<file path="src/hw/sbs_map.vh">
// Register map, field positions and reset values of the sprite blend selector
`ifndef SBS_MAP_VH
`define SBS_MAP_VH

// Byte addresses on the register port
`define SBS_ADDR_BLEND_CTRL 8'h00
`define SBS_ADDR_SPR_CTRL 8'h04
`define SBS_ADDR_STATUS 8'h08
`define SBS_ADDR_FORMAT 8'h0C
// Window bits [7:5] pick a bank of eight registers, [4:2] the entry
`define SBS_BANK_RATIO 3'h1
`define SBS_BANK_PRIO 3'h2

// Blending control register
`define SBS_BIT_SPR_EN 6

// Sprite control register
`define SBS_TEST_HI 13
`define SBS_TEST_LO 12
`define SBS_THR_HI 10
`define SBS_THR_LO 8

// Test select encodings
`define SBS_TEST_PRI_LE 2'h0
`define SBS_TEST_PRI_EQ 2'h1
`define SBS_TEST_PRI_GE 2'h2
`define SBS_TEST_MSB 2'h3

// Reset values
`define SBS_RST_BLEND_CTRL 16'h0000
`define SBS_RST_SPR_CTRL 16'h0000
`define SBS_RST_FORMAT 3'h0
`define SBS_RST_RATIO 5'h00
`define SBS_RST_PRIO 3'h0

// Ratio limits
`define SBS_RATIO_MAX 5'h1F
`define SBS_WEIGHT_FULL 6'h20

`endif

</file>
<file path="src/hw/sbs_top.v">
// Sprite blend selector: pixel FIFO, blend decision, weighted average, register port
//
// Our own choices: the address-and-strobe port and the register addresses.
`timescale 1ns/1ns
`include "sbs_map.vh"

module sbs_fifo #(
    parameter W = 48,
    parameter DEPTH = 8,
    parameter AW = 3
) (
    input wire i_clk,
    input wire i_rst_n,
    input wire i_wr_valid,
    output reg o_wr_ready,
    input wire [W-1:0] i_wr_data,
    output reg o_rd_valid,
    input wire i_rd_ready,
    output wire [W-1:0] o_rd_data
);
    reg [W-1:0] mem [0:DEPTH-1];
    reg [AW-1:0] wr_ptr;
    reg [AW-1:0] rd_ptr;
    reg [AW:0] count;
    reg [AW:0] next_count;
    wire push;
    wire pop;

    assign push = i_wr_valid & o_wr_ready;
    assign pop = o_rd_valid & i_rd_ready;
    assign o_rd_data = mem[rd_ptr];

    function [AW-1:0] ptr_inc;
        input [AW-1:0] p;
        begin
            if (p == DEPTH[AW-1:0] - 1'b1) begin
                ptr_inc = {AW{1'b0}};
            end else begin
                ptr_inc = p + 1'b1;
            end
        end
    endfunction

    always @* begin
        next_count = count;
        if (push & ~pop) begin
            next_count = count + 1'b1;
        end else if (pop & ~push) begin
            next_count = count - 1'b1;
        end
    end

    always @(posedge i_clk) begin
        if (push) begin
            mem[wr_ptr] <= i_wr_data;
        end
    end

    // Full and empty are kept as flags so both handshake outputs leave flip-flops
    always @(posedge i_clk or negedge i_rst_n) begin
        if (!i_rst_n) begin
            wr_ptr <= {AW{1'b0}};
            rd_ptr <= {AW{1'b0}};
            count <= {(AW+1){1'b0}};
            o_wr_ready <= 1'b0;
            o_rd_valid <= 1'b0;
        end else begin
            if (push) begin
                wr_ptr <= ptr_inc(wr_ptr);
            end
            if (pop) begin
                rd_ptr <= ptr_inc(rd_ptr);
            end
            count <= next_count;
            o_wr_ready <= (next_count != DEPTH[AW:0]);
            o_rd_valid <= (next_count != {(AW+1){1'b0}});
        end
    end
endmodule // sbs_fifo

module sbs_top #(
    parameter FIFO_DEPTH = 8,
    parameter FIFO_AW = 3
) (
    input wire i_sys_clk,
    input wire i_rst_b,
    input wire [7:0] i_addr,
    input wire [15:0] i_wr_data,
    input wire i_wr_stb,
    input wire i_rd_stb,
    output reg [15:0] o_rd_data,
    input wire i_pix_valid,
    output wire o_pix_ready,
    input wire [15:0] i_pix_data,
    input wire i_pix_rgb,
    input wire [15:0] i_pal_color,
    input wire [14:0] i_bg_color,
    output reg o_out_valid,
    input wire i_out_ready,
    output reg [14:0] o_out_color,
    output reg o_out_blended
);
    localparam PW = 48;

    reg [1:0] rst_q;
    wire rst_n;

    reg [15:0] blend_ctrl;
    reg [15:0] spr_ctrl;
    reg [2:0] pix_format;
    reg [4:0] ratio [0:7];
    reg [2:0] prio [0:7];
    reg [15:0] blend_count;

    wire fifo_valid;
    wire fifo_ready;
    wire [PW-1:0] fifo_data;
    wire [15:0] q_data;
    wire q_rgb;
    wire [15:0] q_pal;
    wire [14:0] q_bg;
    wire advance;

    wire [1:0] test_sel;
    wire [2:0] threshold;
    wire spr_en;

    reg [2:0] pri_idx;
    reg [2:0] rat_idx;
    reg fmt_blend_ok;
    reg [2:0] pix_pri;
    reg test_pass;
    reg do_blend;
    reg [4:0] sel_ratio;
    reg [14:0] spr_color;
    reg [14:0] next_color;
    reg [15:0] rd_mux;
    integer i;

    // Reset enters asynchronously but is released through two flops
    always @(posedge i_sys_clk or negedge i_rst_b) begin
        if (!i_rst_b) begin
            rst_q <= 2'h0;
        end else begin
            rst_q <= {rst_q[0], 1'b1};
        end
    end
    assign rst_n = rst_q[1];

    sbs_fifo #(
        .W(PW),
        .DEPTH(FIFO_DEPTH),
        .AW(FIFO_AW)
    ) u_fifo (
        .i_clk(i_sys_clk),
        .i_rst_n(rst_n),
        .i_wr_valid(i_pix_valid),
        .o_wr_ready(fifo_ready),
        .i_wr_data({i_pix_data, i_pix_rgb, i_pal_color, i_bg_color}),
        .o_rd_valid(fifo_valid),
        .i_rd_ready(advance),
        .o_rd_data(fifo_data)
    );
    assign o_pix_ready = fifo_ready;

    assign q_data = fifo_data[47:32];
    assign q_rgb = fifo_data[31];
    assign q_pal = fifo_data[30:15];
    assign q_bg = fifo_data[14:0];

    // The output stage stalls the FIFO, so a held output backs up into the source
    assign advance = fifo_valid & (~o_out_valid | i_out_ready);

    assign spr_en = blend_ctrl[`SBS_BIT_SPR_EN];
    assign test_sel = spr_ctrl[`SBS_TEST_HI:`SBS_TEST_LO];
    assign threshold = spr_ctrl[`SBS_THR_HI:`SBS_THR_LO];

    // Ratio 31 gives the full weight so the background alone shows
    function [4:0] blend_chan;
        input [4:0] s;
        input [4:0] b;
        input [4:0] r;
        reg [5:0] w;
        reg [10:0] acc;
        begin
            w = (r == `SBS_RATIO_MAX) ? `SBS_WEIGHT_FULL : {1'b0, r};
            acc = {5'h00, s} * (`SBS_WEIGHT_FULL - w) + {5'h00, b} * w;
            blend_chan = acc[9:5];
        end
    endfunction

    // Per-format field positions; formats 4 to 7 are 8-bit high-resolution
    always @* begin
        pri_idx = 3'h0;
        rat_idx = 3'h0;
        fmt_blend_ok = 1'b1;
        case (pix_format)
            3'h0: begin
                pri_idx = {1'b0, q_data[15:14]};
                rat_idx = q_data[13:11];
            end
            3'h1: begin
                pri_idx = q_data[15:13];
                rat_idx = {1'b0, q_data[12:11]};
            end
            3'h2: begin
                pri_idx = {2'h0, q_data[15]};
                rat_idx = q_data[14:12];
            end
            3'h3: begin
                pri_idx = {1'b0, q_data[15:14]};
                rat_idx = {2'h0, q_data[13]};
            end
            3'h7: begin
                pri_idx = {2'h0, q_data[7]};
                rat_idx = {2'h0, q_data[6]};
            end
            default: begin
                pri_idx = {1'b0, q_data[7:6]};
                fmt_blend_ok = 1'b0;
            end
        endcase
    end

    // One test, chosen globally, is applied to every pixel
    always @* begin
        pix_pri = q_rgb ? prio[0] : prio[pri_idx];
        case (test_sel)
            `SBS_TEST_PRI_LE: test_pass = (pix_pri <= threshold);
            `SBS_TEST_PRI_EQ: test_pass = (pix_pri == threshold);
            `SBS_TEST_PRI_GE: test_pass = (pix_pri >= threshold);
            `SBS_TEST_MSB: test_pass = q_rgb | q_pal[15];
            default: test_pass = 1'b0;
        endcase
        do_blend = spr_en & test_pass & (q_rgb | fmt_blend_ok);
        if (test_sel == `SBS_TEST_MSB || q_rgb) begin
            sel_ratio = ratio[0];
        end else begin
            sel_ratio = ratio[rat_idx];
        end
        spr_color = q_rgb ? q_data[14:0] : q_pal[14:0];
        if (do_blend) begin
            next_color = {blend_chan(spr_color[14:10], q_bg[14:10], sel_ratio),
                blend_chan(spr_color[9:5], q_bg[9:5], sel_ratio),
                blend_chan(spr_color[4:0], q_bg[4:0], sel_ratio)};
        end else begin
            next_color = spr_color;
        end
    end

    always @(posedge i_sys_clk or negedge rst_n) begin
        if (!rst_n) begin
            o_out_valid <= 1'b0;
            o_out_color <= 15'h0000;
            o_out_blended <= 1'b0;
            blend_count <= 16'h0000;
        end else begin
            if (advance) begin
                o_out_valid <= 1'b1;
                o_out_color <= next_color;
                o_out_blended <= do_blend;
                if (do_blend) begin
                    blend_count <= blend_count + 16'h0001;
                end
            end else if (i_out_ready) begin
                o_out_valid <= 1'b0;
            end
        end
    end

    // Register writes
    always @(posedge i_sys_clk or negedge rst_n) begin
        if (!rst_n) begin
            blend_ctrl <= `SBS_RST_BLEND_CTRL;
            spr_ctrl <= `SBS_RST_SPR_CTRL;
            pix_format <= `SBS_RST_FORMAT;
            for (i = 0; i < 8; i = i + 1) begin
                ratio[i] <= `SBS_RST_RATIO;
                prio[i] <= `SBS_RST_PRIO;
            end
        end else if (i_wr_stb) begin
            if (i_addr == `SBS_ADDR_BLEND_CTRL) begin
                blend_ctrl <= i_wr_data;
            end
            if (i_addr == `SBS_ADDR_SPR_CTRL) begin
                spr_ctrl <= i_wr_data;
            end
            if (i_addr == `SBS_ADDR_FORMAT) begin
                pix_format <= i_wr_data[2:0];
            end
            if (i_addr[7:5] == `SBS_BANK_RATIO && i_addr[1:0] == 2'h0) begin
                ratio[i_addr[4:2]] <= i_wr_data[4:0];
            end
            if (i_addr[7:5] == `SBS_BANK_PRIO && i_addr[1:0] == 2'h0) begin
                prio[i_addr[4:2]] <= i_wr_data[2:0];
            end
        end
    end

    // Read mux; unmapped addresses read as zero
    always @* begin
        rd_mux = 16'h0000;
        if (i_addr == `SBS_ADDR_BLEND_CTRL) begin
            rd_mux = blend_ctrl;
        end else if (i_addr == `SBS_ADDR_SPR_CTRL) begin
            rd_mux = spr_ctrl;
        end else if (i_addr == `SBS_ADDR_STATUS) begin
            rd_mux = blend_count;
        end else if (i_addr == `SBS_ADDR_FORMAT) begin
            rd_mux = {13'h0000, pix_format};
        end else if (i_addr[7:5] == `SBS_BANK_RATIO && i_addr[1:0] == 2'h0) begin
            rd_mux = {11'h000, ratio[i_addr[4:2]]};
        end else if (i_addr[7:5] == `SBS_BANK_PRIO && i_addr[1:0] == 2'h0) begin
            rd_mux = {13'h0000, prio[i_addr[4:2]]};
        end
    end

    // Read data stands only in the cycle after the strobe
    always @(posedge i_sys_clk or negedge rst_n) begin
        if (!rst_n) begin
            o_rd_data <= 16'h0000;
        end else if (i_rd_stb) begin
            o_rd_data <= rd_mux;
        end else begin
            o_rd_data <= 16'h0000;
        end
    end
endmodule // sbs_top

</file>
<file path="config.mk">
export PLATFORM = sky130hd
export DESIGN_NAME = sbs_top
export DESIGN_NICKNAME = d
export VERILOG_FILES = /design/src/hw/sbs_top.v
export VERILOG_INCLUDE_DIRS = /design/src /design/src/hw
export SDC_FILE = /design/constraint.sdc
export NUM_CORES = 1
export LEC_CHECK = 0
export BUFFER_PORTS_ARGS = -buffer_cell sky130_fd_sc_hd__buf_4
export CAP_MARGIN = 20
export CORE_AREA = 4 4 335 255
export DETAILED_ROUTE_END_ITERATION = 6
export DIE_AREA = 0 0 339 259
export PLACE_DENSITY_LB_ADDON = 0.12
export SYNTH_ARGS = -nofsm -noshare
export SYNTH_HDL_FRONTEND = slang
export SYNTH_SLANG_ARGS = --single-unit
</file>
<file path="constraint.sdc">
create_clock -name i_sys_clk -period 5.3 [get_ports i_sys_clk]
set_input_delay 1.06 -clock i_sys_clk [delete_from_list [all_inputs] [get_ports i_sys_clk]]
set_output_delay 1.06 -clock i_sys_clk [all_outputs]
set_load 0.02 [all_outputs]
</file>
==> flow_summary.toml <==
[status]
status = "finished, violations left"
violations = "setup timing"

[detailed_routing]
wl_per_cell_um = 21.74
initialDrtViolationCount = 1018
finalWirelength_um = 75510
vias = 17140
ant_nets = 0
drc = 0
viasPerCell = 4.935
dr.pass1.iters = 5

[critical_path]
reg2regPathDepth = 31
end_kind = "register"
critical_path_class = "register to register"
crit_family = "adder cells"
crit_path_max_incr_delay_ps = 560
arrival_ps = 8600
rrSetupSlack_ps = -2750
cp_common_cell = "fa_1"
worst-path-buf-inv = 7
required_ps = 5850
crit_slowest_cell = "fa_1"
cp_max_fo = 17
path_depth = 31
crit_path_start_kind = "register"

[cells_and_area]
final_util_pct = 43.17
fin_cells = 3473
nets = 2636
area_delta_synth_final_pct = 24.05
layout-drive-gt1-share_pct = 36.16

[yosys]
yosysSeqAreaShare_pct = 54.71
synthArstFlopShare_pct = 29.67
synth_nets = 2271
syn_inst = 1989
ys_ff_latch = 546
synth-edff-count = 384
ys_top_cells_by_area = "edfxtp_1 (40%), dfrtp_1 (14%), mux4_2 (8.5%)"
synthDistinctLibCells = 69
synth_ff_type = "edfxtp_1"
yosysWarningCount = 0
synth.avg_cell_area_sq_um = 14.32
synth.top_cell.area_share_pct = 40.48
syn_area_sq_um = 28490
synth_area_leader_cell = "edfxtp_1"

[global_route]
grt_max_degree = 161
grt_pass1_vias = 18521
grt_pass1_wl_um = 116100
overflow = 0
antenna_found_initial = 2
grt_usage_pct = 17.33

[cts]
clock_path_buffers = 3
cts_tree = "done"
cts_root_buf = "clkbuf_16"
clk_pin_slew_worst_paths_ps = 60
numCtsBuffers = 58
clkLatencyLatePin_ps = 630
clock_sinks = 546
cts_max_level = 2

[timing]
max_freq_mhz = 124.2
finalCritPeriodShare_pct = 151.9
slew-limit-headroom_pct = 31.45
hold_viol = 0
rsz0062_at_grt = "true"
fin_ws_ps = -2752
worst_pin_slew_ps = 1028
setup_viol_count_final = 32
slew_viol_final = 0
finalClockSkew_ps = 32.29
post-route-min-period_ps = 8052

[placement]
dp.cells = 3330
hpwl_um = 50550
gp_congestion = 0.8202
io_buffers = 111

[die]
fp.dieH_um = 259
die-area_sq_um = 87800
rows = 91
pin_count = 112
initial_utilization_pct = 34.80
die_width_um = 339
core-area_sq_um = 81860

[hold_path]
hp-class = "primary input to asynchronous set/reset pin"

[job]
maxCapViolCount = 0
==> final timing paths <==
path | from | end
setup / recovery | u_fifo.rd_ptr[0]$_DFFE_PN0P_ | o_out_color[9]$_DFFE_PN0P_
hold / removal | i_rst_b | rst_q[1]$_DFF_PN0_
setup reg to reg | u_fifo.rd_ptr[0]$_DFFE_PN0P_ | o_out_color[9]$_DFFE_PN0P_
hold reg to reg | rst_q[0]$_DFF_PN0_ | rst_q[1]$_DFF_PN0_
max in group asynchronous | rst_q[1]$_DFF_PN0_ | u_fifo.rd_ptr[1]$_DFFE_PN0P_
min in group i_sys_clk | rst_q[0]$_DFF_PN0_ | rst_q[1]$_DFF_PN0_
==> final cells by class <==
| cell class | instances | area (sq um) |
|---|---|---|
| fillers | 7427 | 46530 |
| inverters | 192 | 720.7 |
| well taps | 1069 | 1338 |
| clock inverters | 32 | 296.5 |
| diodes | 1 | 2.502 |
| repair buffers | 387 | 3189 |
| multi-input cells | 1169 | 12590 |
| flip-flops and latches | 546 | 15600 |
| clock buffers | 77 | 1604 |
==> cell families after synthesis <==
logic type | synth area share, %
flops | 54.71
simple gates | 6.737
mux | 16.63
buf+inv | 3.746
fa+ha+maj | 12.12
compound gates | 3.821
xor+xnor | 2.227
other cells | 0.01316
==> stage by stage <==
| step | hold WS, ps | cell area [sq um] | TNS, ps | setup slack, ps |
|---|---|---|---|---|
| 2_1_floorplan | 331.2 | 28710 | -38650 | -2988 |
| 3_3_place_gp | 335.6 | 32470 | -54310 | -2862 |
| 3_5_place_dp | 346.6 | 32470 | -57400 | -2912 |
| 4_1_cts | 139.0 | 35090 | -45870 | -2795 |
| 5_1_grt | 150.2 | 35340 | -51360 | -3107 |
| 6_report | 200.6 | 35340 | -41400 | -2752 |
==> layer usage <==
layer	vias to the layer above	share of wire (%)	track usage (%)
li1	7910	-	-
met1	8901	49	25.46
met2	258	46	27.80
met3	69	3.6	2.444
met4	2	1.4	3.105
met5	-	0.017	0
==> Yosys cell counts (26+ instances only) <==
cell and number:
edfxtp_1 384, inv_1 192, dfrtp_1 162, nor2_1 140, nand2_1 133, mux2_2 122, fa_1 120, mux4_2 108
mux2i_1 93, ha_1 84, xnor2_1 56, a21oi_1 43, clkbuf_1 40, nor2b_1 30, buf_1 26, o21ai_0 26
==> layout by cell type, fill, tap and decap left out, types with 14 or more instances in the layout <==
cell	count
nand2_1	120
nand3_1	16
inv_2	17
nor2b_1	28
dfrtp_1	158
mux2i_1	90
ha_1	73
clkinv_2	14
buf_6	21
mux2_2	118
xnor2_1	47
and2_1	15
edfxtp_1	384
a21oi_1	33
fa_1	114
or2_2	18
buf_4	350
nor2_1	130
clkbuf_16	59
inv_1	175
mux4_2	108
==> flip-flops by register name, indices dropped and copies added, names as in the netlist <==
signal             count
u_fifo.mem           384
ratio                 40
prio                  24
blend_count           16
blend_ctrl            16
o_rd_data             16
spr_ctrl              16
o_out_color           15
u_fifo.count           4
pix_format             3
u_fifo.rd_ptr          3
u_fifo.wr_ptr          3
rst_q                  2
o_out_blended          1
o_out_valid            1
u_fifo.o_rd_valid      1
u_fifo.o_wr_ready      1
==> what timing repair did <==
action / in CTS / in global routing
pin swaps: 90 / 46
setup buffers: 27 / 11
cloned: 1 / 0
endpoints found under the setup margin: 32 / 32
hold buffers: 0 / 0
resized for setup: 122 / 49
Power is not shown: default switching activity piles up to over one toggle a cycle in this logic, so the estimate is an artifact.
